### config.mk
export PLATFORM = sky130hd
export DESIGN_NAME = fepd_power_down_ctrl
export DESIGN_NICKNAME = d
export VERILOG_FILES = /design/src/fepd_power_down_ctrl.v
export VERILOG_INCLUDE_DIRS = /design/src
export SDC_FILE = /design/constraint.sdc
export NUM_CORES = 1
export LEC_CHECK = 0
export BUFFER_PORTS_ARGS = -buffer_cell sky130_fd_sc_hd__buf_4
export CAP_MARGIN = 30
export CORE_MARGIN = 5
export CORE_UTILIZATION = 38
export CTS_CLUSTER_DIAMETER = 150
export DETAILED_ROUTE_END_ITERATION = 10
export PLACE_DENSITY = 0.68
export SLEW_MARGIN = 10
export SYNTH_ARGS = -nofsm -noshare
export SYNTH_HDL_FRONTEND = slang
export SYNTH_HIERARCHICAL = 1
export SYNTH_SLANG_ARGS = --single-unit
### constraint.sdc
create_clock -name clk_sys_in -period 7.3 [get_ports clk_sys_in]
set_input_delay 0.73 -clock clk_sys_in [delete_from_list [all_inputs] [get_ports clk_sys_in]]
set_output_delay 0.73 -clock clk_sys_in [all_outputs]
set_load 0.02 [all_outputs]
### src/fepd_map.vh
/*
 * Register offsets, field positions, reset values and counts for the
 * front-end power-down controller.
 * Assumes it is included by bare name from the controller source only.
 */
`ifndef FEPD_MAP_VH
`define FEPD_MAP_VH

// ------------------------------------------------------------
// Register offsets
// ------------------------------------------------------------
`define FEPD_ADDR_PROFILE_LOW  8'h01
`define FEPD_ADDR_PROFILE_HIGH 8'h02
`define FEPD_ADDR_HALF_DUPLEX  8'h03
`define FEPD_ADDR_CONV_LOWPWR  8'h07
`define FEPD_ADDR_BIAS_ADJUST  8'h13

// ------------------------------------------------------------
// Reset values
// ------------------------------------------------------------
`define FEPD_RST_PROFILE_LOW   8'h00
`define FEPD_RST_PROFILE_HIGH  8'h7F
`define FEPD_RST_PROFILE_ALL   8'hFF
`define FEPD_RST_HALF_DUPLEX   8'hFB
`define FEPD_RST_CONV_LOWPWR   8'h00
`define FEPD_RST_BIAS_ADJUST   8'h00

// ------------------------------------------------------------
// Power profile bit positions (set bit = powered down)
// ------------------------------------------------------------
`define FEPD_PB_CLK_MULT       7
`define FEPD_PB_DAC_AMP        6
`define FEPD_PB_TX_DIGITAL     5
`define FEPD_PB_REFERENCE      4
`define FEPD_PB_CONV_CM        3
`define FEPD_PB_ADC            2
`define FEPD_PB_AMP_BIAS       1
`define FEPD_PB_RX_GAIN_AMP    0

// ------------------------------------------------------------
// Half-duplex power savings fields
// ------------------------------------------------------------
`define FEPD_HD_DELAY_HI       7
`define FEPD_HD_DELAY_LO       3
`define FEPD_HD_RX_SRC         2
`define FEPD_HD_TX_FAST        1
`define FEPD_HD_RX_FAST        0

// ------------------------------------------------------------
// Counts in transmit clock cycles
// ------------------------------------------------------------
`define FEPD_FLUSH_CYCLES      6'd33

// ------------------------------------------------------------
// Counts in system clock cycles
// ------------------------------------------------------------
`define FEPD_STRAP_WAIT        2'd2

`endif

### src/fepd_power_down_ctrl.v
/*
 * Front-end power-down controller: two pin-selected power profiles,
 * half-duplex fast power switching from the transmit and receive
 * strobes, programmable transmit power-down delay, filter flush, and
 * the bias and converter low-power registers.
 * Assumes a register port on clk_sys_in driven by the serial port
 * logic, and that all pins (strobes, transmit clock, straps) are
 * asynchronous to clk_sys_in, which runs well above the transmit clock.
 */
// Notes on behaviour
// - Select pin low applies low profile.
// - Select pin high applies high profile.
// - Select pin change acts with minimal delay.
// - Low profile resets to all powered on.
// - High profile resets all down except multiplier.
// - Both straps high: high profile all down, osc clock.
// - Profile bits map blocks, set means down.
// - Burst switching power-down within 100 ns.
// - In full duplex, transmit quiet low stops amplifier and filter.
// - Half-duplex register acts only in half-duplex.
// - Default: strobe switches fast blocks, converter on.
// - Strobe fall starts delayed transmit power-down.
// - Five-bit delay field, 0 to 31 clocks.
// - Flush midscale for 33 clocks before power-down.
// - Strobe rise powers transmit up undelayed.
// - Bit 2 picks receive control strobe.
// - Transmit strobe fall/rise powers receive up/down.
// - Receive strobe rise/fall powers receive up/down.
// - Bits 1/0 clear disable fast power-down.
// - Bias register fields, resets to zero.
`timescale 1ns/1ps
`default_nettype none
`include "fepd_map.vh"

module fepd_power_down_ctrl (
  // Clock and reset
  input  wire       clk_sys_in,
  input  wire       sys_rst_in,
  // Register port
  input  wire [7:0] reg_addr_in,
  input  wire [7:0] reg_wdata_in,
  input  wire       reg_write_in,
  output reg  [7:0] reg_rdata_out,
  // Pins
  input  wire       power_select_pin_in,
  input  wire       transmit_quiet_pin_in,
  input  wire       transmit_enable_strobe_in,
  input  wire       receive_enable_strobe_in,
  input  wire       transmit_clock_in,
  input  wire       duplex_strap_in,
  input  wire       config_strap_in,
  // Power controls to the analog blocks
  output reg  [7:0] block_power_down_out,
  output reg        current_amplifier_power_down_out,
  output reg        interp_filter_disable_out,
  output reg        interp_filter_flush_out,
  output reg        receive_clock_from_osc_out,
  output reg  [7:0] converter_low_power_out,
  output reg  [7:0] receive_bias_adjust_out
);

  // ------------------------------------------------------------
  // Registers and state
  // ------------------------------------------------------------
  reg [7:0] power_profile_low_reg;
  reg [7:0] power_profile_high_reg;
  reg [7:0] half_duplex_power_savings_reg;
  reg [7:0] converter_low_power_reg;
  reg [7:0] receive_bias_adjust_reg;
  reg       straps_taken_reg;
  reg       full_duplex_reg;
  reg       osc_clock_reg;
  reg [1:0] strap_wait_reg;
  reg       transmit_enable_strobe_dly_reg;
  reg       transmit_clock_dly_reg;
  reg       delay_run_reg;
  reg [4:0] delay_cnt_reg;
  reg       tx_off_reg;
  reg       flush_run_reg;
  reg [5:0] flush_cnt_reg;
  reg       tx_digital_off_reg;

  wire [4:0] delay_field;
  wire       half_duplex;
  wire       transmit_enable_strobe_rise;
  wire       transmit_enable_strobe_fall;
  wire       tx_tick;
  wire       rx_off;
  wire [7:0] profile;
  wire [7:0] fast_down;
  wire [7:0] down_next;
  wire       quiet_active;
  wire       sel_sync;
  wire       quiet_sync;
  wire       transmit_enable_strobe_sync;
  wire       receive_enable_strobe_sync;
  wire       transmit_clock_sync;
  wire       duplex_sync;
  wire       config_sync;

  assign delay_field =
    half_duplex_power_savings_reg[`FEPD_HD_DELAY_HI:`FEPD_HD_DELAY_LO];
  assign half_duplex = ~full_duplex_reg;

  // ------------------------------------------------------------
  // Pin synchronisers
  // ------------------------------------------------------------
  // Two flops per pin before any logic reads it; each reset level
  // equals the pin's idle level so no false edge follows reset
  fepd_sync2 #(.RST_LEVEL(1'b0)) u_sel_sync (
    .clk_sys_in (clk_sys_in),
    .sys_rst_in (sys_rst_in),
    .pin_in     (power_select_pin_in),
    .sync_out   (sel_sync)
  );
  fepd_sync2 #(.RST_LEVEL(1'b1)) u_quiet_sync (
    .clk_sys_in (clk_sys_in),
    .sys_rst_in (sys_rst_in),
    .pin_in     (transmit_quiet_pin_in),
    .sync_out   (quiet_sync)
  );
  fepd_sync2 #(.RST_LEVEL(1'b0)) u_transmit_enable_strobe_sync (
    .clk_sys_in (clk_sys_in),
    .sys_rst_in (sys_rst_in),
    .pin_in     (transmit_enable_strobe_in),
    .sync_out   (transmit_enable_strobe_sync)
  );
  fepd_sync2 #(.RST_LEVEL(1'b0)) u_receive_enable_strobe_sync (
    .clk_sys_in (clk_sys_in),
    .sys_rst_in (sys_rst_in),
    .pin_in     (receive_enable_strobe_in),
    .sync_out   (receive_enable_strobe_sync)
  );
  fepd_sync2 #(.RST_LEVEL(1'b0)) u_transmit_clock_sync (
    .clk_sys_in (clk_sys_in),
    .sys_rst_in (sys_rst_in),
    .pin_in     (transmit_clock_in),
    .sync_out   (transmit_clock_sync)
  );
  // Straps are static, but are retimed like any other pin
  fepd_sync2 #(.RST_LEVEL(1'b0)) u_duplex_sync (
    .clk_sys_in (clk_sys_in),
    .sys_rst_in (sys_rst_in),
    .pin_in     (duplex_strap_in),
    .sync_out   (duplex_sync)
  );
  fepd_sync2 #(.RST_LEVEL(1'b0)) u_config_sync (
    .clk_sys_in (clk_sys_in),
    .sys_rst_in (sys_rst_in),
    .pin_in     (config_strap_in),
    .sync_out   (config_sync)
  );

  // Third stage feeds the edge detectors only
  always @(posedge clk_sys_in or posedge sys_rst_in) begin
    if (sys_rst_in) begin
      transmit_enable_strobe_dly_reg  <= 1'b0;
      transmit_clock_dly_reg <= 1'b0;
    end else begin
      transmit_enable_strobe_dly_reg  <= transmit_enable_strobe_sync;
      transmit_clock_dly_reg <= transmit_clock_sync;
    end
  end

  // Edges compare the retimed level with its one-cycle copy
  assign transmit_enable_strobe_rise = transmit_enable_strobe_sync & ~transmit_enable_strobe_dly_reg;
  assign transmit_enable_strobe_fall = ~transmit_enable_strobe_sync & transmit_enable_strobe_dly_reg;
  assign tx_tick   = transmit_clock_sync & ~transmit_clock_dly_reg;

  // ------------------------------------------------------------
  // Register file and strap capture
  // ------------------------------------------------------------
  // Straps are taken once both retimed copies have settled after
  // reset release, since an async reset may only load constants.
  always @(posedge clk_sys_in or posedge sys_rst_in) begin
    if (sys_rst_in) begin
      power_profile_low_reg         <= `FEPD_RST_PROFILE_LOW;
      power_profile_high_reg        <= `FEPD_RST_PROFILE_HIGH;
      half_duplex_power_savings_reg <= `FEPD_RST_HALF_DUPLEX;
      converter_low_power_reg       <= `FEPD_RST_CONV_LOWPWR;
      receive_bias_adjust_reg       <= `FEPD_RST_BIAS_ADJUST;
      straps_taken_reg              <= 1'b0;
      strap_wait_reg                <= 2'h0;
      full_duplex_reg               <= 1'b0;
      osc_clock_reg                 <= 1'b0;
    end else if (!straps_taken_reg) begin
      // Retimed strap copies are settled by the third edge
      strap_wait_reg <= strap_wait_reg + 2'h1;
      if (strap_wait_reg == `FEPD_STRAP_WAIT) begin
        straps_taken_reg <= 1'b1;
        full_duplex_reg  <= duplex_sync;
        if (duplex_sync && config_sync) begin
          power_profile_high_reg <= `FEPD_RST_PROFILE_ALL;
          osc_clock_reg          <= 1'b1;
        end
      end
    end else if (reg_write_in) begin
      case (reg_addr_in)
        `FEPD_ADDR_PROFILE_LOW:  power_profile_low_reg <= reg_wdata_in;
        `FEPD_ADDR_PROFILE_HIGH: power_profile_high_reg <= reg_wdata_in;
        `FEPD_ADDR_HALF_DUPLEX: begin
          half_duplex_power_savings_reg <= reg_wdata_in;
        end
        `FEPD_ADDR_CONV_LOWPWR:  converter_low_power_reg <= reg_wdata_in;
        `FEPD_ADDR_BIAS_ADJUST:  receive_bias_adjust_reg <= reg_wdata_in;
        default: ;
      endcase
    end
  end

  // Read data, one cycle after the address; unmapped reads zero
  always @(posedge clk_sys_in or posedge sys_rst_in) begin
    if (sys_rst_in) begin
      reg_rdata_out <= 8'h00;
    end else begin
      case (reg_addr_in)
        `FEPD_ADDR_PROFILE_LOW:  reg_rdata_out <= power_profile_low_reg;
        `FEPD_ADDR_PROFILE_HIGH: reg_rdata_out <= power_profile_high_reg;
        `FEPD_ADDR_HALF_DUPLEX: begin
          reg_rdata_out <= half_duplex_power_savings_reg;
        end
        `FEPD_ADDR_CONV_LOWPWR:  reg_rdata_out <= converter_low_power_reg;
        `FEPD_ADDR_BIAS_ADJUST:  reg_rdata_out <= receive_bias_adjust_reg;
        default:                 reg_rdata_out <= 8'h00;
      endcase
    end
  end

  // ------------------------------------------------------------
  // Delayed transmit power-down and filter flush
  // ------------------------------------------------------------
  // Counters advance only on transmit clock edges; if that clock
  // stops the flush never finishes and the filter stays powered.
  always @(posedge clk_sys_in or posedge sys_rst_in) begin
    if (sys_rst_in) begin
      delay_run_reg      <= 1'b0;
      delay_cnt_reg      <= 5'h00;
      tx_off_reg         <= 1'b0;
      flush_run_reg      <= 1'b0;
      flush_cnt_reg      <= 6'h00;
      tx_digital_off_reg <= 1'b0;
    end else if (transmit_enable_strobe_rise) begin
      delay_run_reg      <= 1'b0;
      tx_off_reg         <= 1'b0;
      flush_run_reg      <= 1'b0;
      tx_digital_off_reg <= 1'b0;
    end else if (transmit_enable_strobe_fall) begin
      delay_cnt_reg <= 5'h00;
      delay_run_reg <= (delay_field != 5'h00);
      tx_off_reg    <= (delay_field == 5'h00);
      flush_cnt_reg <= 6'h00;
      flush_run_reg <= 1'b1;
    end else if (tx_tick) begin
      if (delay_run_reg) begin
        delay_cnt_reg <= delay_cnt_reg + 5'h01;
        if (delay_cnt_reg + 5'h01 == delay_field) begin
          delay_run_reg <= 1'b0;
          tx_off_reg    <= 1'b1;
        end
      end
      if (flush_run_reg) begin
        flush_cnt_reg <= flush_cnt_reg + 6'h01;
        if (flush_cnt_reg + 6'h01 == `FEPD_FLUSH_CYCLES) begin
          flush_run_reg      <= 1'b0;
          tx_digital_off_reg <= 1'b1;
        end
      end
    end
  end

  // ------------------------------------------------------------
  // Power-down combination
  // ------------------------------------------------------------
  // Receive source: transmit strobe high or receive strobe low = off
  assign rx_off = half_duplex_power_savings_reg[`FEPD_HD_RX_SRC] ?
                  ~receive_enable_strobe_sync :
                  transmit_enable_strobe_sync;

  assign profile = sel_sync ? power_profile_high_reg
                            : power_profile_low_reg;

  // Fast blocks; converter itself stays up, only the amplifier drops
  assign fast_down[`FEPD_PB_CLK_MULT]    = 1'b0;
  assign fast_down[`FEPD_PB_DAC_AMP]     = 1'b0;
  assign fast_down[`FEPD_PB_TX_DIGITAL]  = half_duplex &
    half_duplex_power_savings_reg[`FEPD_HD_TX_FAST] & tx_digital_off_reg;
  assign fast_down[`FEPD_PB_REFERENCE]   = 1'b0;
  assign fast_down[`FEPD_PB_CONV_CM]     = 1'b0;
  assign fast_down[`FEPD_PB_ADC]         = half_duplex &
    half_duplex_power_savings_reg[`FEPD_HD_RX_FAST] & rx_off;
  assign fast_down[`FEPD_PB_AMP_BIAS]    = 1'b0;
  assign fast_down[`FEPD_PB_RX_GAIN_AMP] = fast_down[`FEPD_PB_ADC];

  assign down_next    = profile | fast_down;
  assign quiet_active = full_duplex_reg & ~quiet_sync;

  // One flop after the synchroniser: no further pipelining
  always @(posedge clk_sys_in or posedge sys_rst_in) begin
    if (sys_rst_in) begin
      block_power_down_out             <= `FEPD_RST_PROFILE_LOW;
      current_amplifier_power_down_out <= 1'b0;
      interp_filter_disable_out        <= 1'b0;
      interp_filter_flush_out          <= 1'b0;
      receive_clock_from_osc_out       <= 1'b0;
      converter_low_power_out          <= `FEPD_RST_CONV_LOWPWR;
      receive_bias_adjust_out          <= `FEPD_RST_BIAS_ADJUST;
    end else begin
      block_power_down_out <= down_next;
      current_amplifier_power_down_out <= down_next[`FEPD_PB_DAC_AMP] |
        quiet_active |
        (half_duplex & tx_off_reg &
         half_duplex_power_savings_reg[`FEPD_HD_TX_FAST]);
      interp_filter_disable_out  <= quiet_active |
                                    down_next[`FEPD_PB_TX_DIGITAL];
      interp_filter_flush_out    <= half_duplex & flush_run_reg;
      receive_clock_from_osc_out <= osc_clock_reg;
      converter_low_power_out    <= converter_low_power_reg;
      receive_bias_adjust_out    <= receive_bias_adjust_reg;
    end
  end

endmodule

// ------------------------------------------------------------
// Two-flop pin synchroniser
// ------------------------------------------------------------
// Reset level should match the pin's idle level, otherwise an
// edge detector behind it sees a false edge after reset.
module fepd_sync2 #(
  parameter [0:0] RST_LEVEL = 1'b0
) (
  // Clock and reset
  input  wire clk_sys_in,
  input  wire sys_rst_in,
  // Asynchronous pin and its retimed copy
  input  wire pin_in,
  output reg  sync_out
);

  reg meta_reg;

  // First flop is read by the second flop only
  always @(posedge clk_sys_in or posedge sys_rst_in) begin
    if (sys_rst_in) begin
      meta_reg <= RST_LEVEL;
      sync_out <= RST_LEVEL;
    end else begin
      meta_reg <= pin_in;
      sync_out <= meta_reg;
    end
  end

endmodule

`default_nettype wire

## Word level (Yosys, flattened, before mapping)

Cells that the tools add are included.

- Latch bits: 0
- Register bits after elaboration: 112
- Memories kept: 0
- Bits in writable memories: 0
- Bits in read-only memories: 0
- Input port bits: 26
- Output and inout port bits: 36

- Shifts and indexed selects: 0
- Bitwise operators: 23
- Reductions and logical operators: 25
- Equal/unequal tests: 11
- Add/subtract/negate cells: 3
- Multiplexer cells: 36
- Magnitude comparators: 0
- $mul: 0
- Div/mod/pow operators: 0

Operators with widths:

| operator | number |
|---|---|
| two-way mux 8 bit | 6 |
| case mux 8 bit (5 select lines) | 1 |
| AND reduction 3 bit | 8 |
| two-way mux 1 bit | 23 |
| two-way mux 6 bit | 3 |
| == test 8 x 2 -> 1 bit (second input constant) | 2 |
| nonzero test 2 bit | 8 |
| two-way mux 5 bit | 3 |
| bitwise AND 1 bit | 11 |
| nonzero test 3 bit | 3 |
| == test 8 x 1 -> 1 bit (second input constant) | 1 |
| == test 8 x 3 -> 1 bit (second input constant) | 1 |
| == test 8 x 5 -> 1 bit (second input constant) | 1 |
| inverter 1 bit | 8 |
| OR 8 x 6 -> 8 bit | 1 |
| AND reduction 4 bit | 2 |
| adder 6 x 1 -> 6 bit (second input constant) | 1 |
| == test 6 bit (second input constant) | 1 |
| adder 5 x 1 -> 5 bit (second input constant) | 1 |
| == test 5 bit | 1 |
| logical NOT 5 bit | 1 |
| nonzero test 5 bit | 1 |
| inequality test 2 bit (second input constant) | 2 |
| OR 1 bit | 3 |
| other kinds (5) | 5 |

## Depth between registers and ports, before layout

- Word-level depth: 7
- Mapped depth: 7

## Cells and area by module

Netlist, hierarchy kept.

By module, submodules not included:

| module | times used | cells each | area each (sq um) | sequential area each (sq um) |
|---|---|---|---|---|
| fepd_power_down_ctrl | 1 | 348 | 4,311.6 | 2,469.9 |
| fepd_sync2 at u_config_sync ... | 6 | 3 | 53.8 | 50.0 |
| fepd_sync2 at u_quiet_sync | 1 | 3 | 56.3 | 52.6 |

## Worst setup path after synthesis

Ideal clock, no wire load.

- Path type: input-to-reg
- Start point: in reg_addr_in[4]
- End point: reg converter_low_power_reg[0]
- Path buffers: 1
- Path slack: 5.025 ns
- Data arrival time: 2.151 ns
- Required time: 7.175 ns
- Stages: 5
- Path through: or3_1 -> nor3b_2 -> and2_1 -> buf_4 -> mux2_2

- Cells in the longest elaborated chain, start to end: 2

Ends and longest elaborated chain:

| element | line | text |
|---|---|---|
| from (decl) | fepd_power_down_ctrl.v:40 | `input wire [7:0] reg_addr_in,` |
| == test 8 x 3 -> 1 bit | fepd_power_down_ctrl.v:198 | `case (reg_addr_in)` |
| AND reduction 3 bit (no line) | n/a |  |
| to (signal assigned) | fepd_power_down_ctrl.v:180 | `` converter_low_power_reg <= `FEPD_RST_CONV_LOWPWR; `` |
| to (signal assigned) | fepd_power_down_ctrl.v:204 | `` `FEPD_ADDR_CONV_LOWPWR: converter_low_power_reg <= reg_wdata_in; `` |
| to (decl) | fepd_power_down_ctrl.v:68 | `reg [7:0] converter_low_power_reg;` |

Every way passes these cells.
A chain may end at the register's enable or synchronous reset.

## Worst setup path after layout

- Start point: in reg_addr_in[4]
- End point: reg converter_low_power_reg[4]

The elaborated chain is that of the path after synthesis.

==> reports/qor.yml <==
final_layout:
  diodes: 0
  layout.nets: 464
  area_growth_syn_to_layout_pct: 19.02
  stdcell_count: 605
  post-route-cell-area_sq_mm: 0.005583
  fillerInstances: 1091
  drive_gt1_frac: 0.3616
routing:
  vias: 3025
  drt_iter0_drc: 206
  vias_per_cell: 5.000
  first_pass_iters: 4
  postRouteAntennaNets: 0
  drc: 0
  wl_per_cell_um: 16.66
  finalWirelength_um: 10080
yosys:
  synth_edf_count: 0
  synth_area_leaders: "dfrtp_1, mux2_2, dfstp_2"
  synth_ff_type: "dfrtp_1"
  synthArstFlopShare: 1.000
  synth_area_leader_cell: "dfrtp_1"
  yosys.cell_types.count: 53
  postSynthCellCount: 369
  netlist_area_sq_mm: 0.004691
  syn_nets: 401
  yosys_warnings: 6
  synth_top_area_frac: 0.5121
  ys_seq_elements: 112
  synth.avg_cell_area_sq_um: 12.71
  ys_seq_area_frac: 0.6018
power_and_ir_drop:
  power_density_mw_per_mm2: 233.0
  switchingPower_mw: 0.3143
  seq_power_share: 0.529
  ir_drop_mv: 0.1100
  p_comb_frac: 0.104
  power_mw: 1.301
  intPower_mw: 0.9867
  power_frac_clock: 0.367
  swShare: 0.2416
  leakage_nw: 2.663
worst_setup_path:
  startpoint: "reg_addr_in[4]"
  r2r_cells: 6
  critPathKind: "input pin to flip-flop"
  worst_ep_arrival_time_ns: 2.65
  startpoint_type: "input pin"
  critical_path.max_fanout: 9
  r2r-start: "delay_cnt_reg[0]"
  cp-end-kind: "flip-flop"
  cp.required_ns: 7.53
cts:
  worst_setup_hold_path_clk_slew_ns: 0.07
  cts_setup_buffers: 0
  postCtsHoldBufs: 0
  htreeDepth: 3
  cts_buffers: 9
  ctsResizeCount: 0
  clk_latency_ns: 0.34
  cts_sinks: 112
  cts_tree: "built"
  cts-root-buf: "clkbuf_16"
  cts_buffer_depth: 2
floorplanning:
  dieHeight_um: 121.1
  core_sq_mm: 0.01206
  row_count: 40
  dieWidth_um: 121.1
  ios: 62
  initial_core_util: 0.3889
  dieArea_sq_mm: 0.01467
sta:
  finalSetupTns_ns: 0
  whs_ns: 0.2798
  hold_violations: 0
  skew_ns: 0.004550
  tightest_slew_ns: 0.8563
  max_clock_freq_ghz: 0.4130
  rsz0062_at_grt: "no"
  setup_viol: 0
  fin_crit_ns: 2.421
  slew_violations: 0
  min_period_over_period: 0.3317
  maxSlewHeadroom: 0.4280
placed_design:
  io_buffer_count: 61
  gp_congestion: 0.8153
  place_area_sq_mm: 0.005300
  hpwl_um: 7074
  placed_cells: 589
global_route:
  antenna_found_initial: 0
  gr-total-overflow: 0
  grt_pass1_vias: 3120
  grt_max_degree: 69
  track_usage: 0.1433
  grt_pass1_wl_um: 16300
run_status:
  status: "finished clean"
hold_path:
  hold_class: "input pin to async pin"
flow_run:
  cap_viol_max_count: 0
[power groups by stage]
stage / Sequential (mW) / Clock (mW) / Combinational (mW)
after floorplan: 0.703 / 0 / 0.0756
after global placement: 0.698 / 0 / 0.133
after detailed placement: 0.699 / 0 / 0.137
after CTS: 0.688 / 0.488 / 0.138
after global routing: 0.693 / 0.519 / 0.151
final: 0.688 / 0.477 / 0.135
[synth_stat cells, drive strengths merged, types with 2 or more instances]
cell / number
dfrtp: 96
mux2: 46
nand2: 30
a22oi: 18
o21ai: 18
inv: 17
dfstp: 16
nor2: 14
a21oi: 12
nor2b: 9
nor3: 8
or2b: 8
o21bai: 7
clkbuf: 6
ha: 6
mux2i: 6
nand3: 5
xnor2: 5
and3: 4
buf: 4
nand2b: 4
xor2: 3
a211oi: 2
a22o: 2
and2b: 2
nand4: 2
nor3b: 2
or3: 2
[metal layers]
metal  routed length, um  vias up  global-route usage  part of all wire
li1                    -     1413                   -                 -
met1                4435     1540              0.1864              0.44
met2                5088       57              0.2324              0.50
met3                 370       15             0.03357             0.037
met4                 184        0             0.05453             0.018
met5                   0        -                   0                 0
[layout by cell type (no fill, tap or decap), drive strengths merged, types with 8 or more instances in the layout]
cell type  Yosys  layout
a21oi         12      12
a22oi         18      18
buf            4      62
clkbuf         6      13
dfrtp         96      96
dfstp         16      16
inv           17      16
mux2          46      46
nand2         30      30
nor2          14      14
nor2b          9       9
nor3           8       8
o21ai         18      18
or2b           8       8
[worst max-delay path: stages]
cell and delay [ns]:
buf_4 0.13, or3_1 0.41, nor3b_2 0.55, and2_1 0.44, mux2_2 0.38
[cells by family after synthesis]
family / share of synthesized area
flip-flops: 0.6018
AND/OR/NAND/NOR: 0.1171
AO/OA/AOI/OAI: 0.09256
multiplexers: 0.1296
buffers and inverters: 0.02801
XOR/XNOR: 0.01494
adder cells (fa/ha/maj): 0.01600
[worst paths after layout]
path	to	slack, ns
worst max-delay path	converter_low_power_reg[4]	4.88
worst min-delay path	u_receive_enable_strobe_sync/sync_out	0.28
worst max register to register	tx_off_reg	5.12
worst min register to register	u_receive_enable_strobe_sync/sync_out	0.35
max in group asynchronous	receive_bias_adjust_reg[7]	5.65
min in group clk_sys_in	u_receive_enable_strobe_sync/sync_out	0.35
[area by class of cell]
class	count	area, sq um	share of cell area
well taps	168	210.2	0.03765
multi-input cells	230	1737	0.3111
clock inverters	3	42.54	0.007620
clock buffers	13	240.2	0.04303
repair buffers	62	465.4	0.08337
inverters	17	65.06	0.01165
flip-flops and latches	112	2823	0.5056
[through the flow]
step / utilization / worst slack (ns)
floorplan: - / 4.031
global route: 0.4629 / 4.808
detailed placement: 0.4394 / 4.516
CTS: 0.4629 / 4.883
global placement: 0.4394 / 4.579
finish: 0.4629 / 4.879
Power figures use the tool's default switching activity.
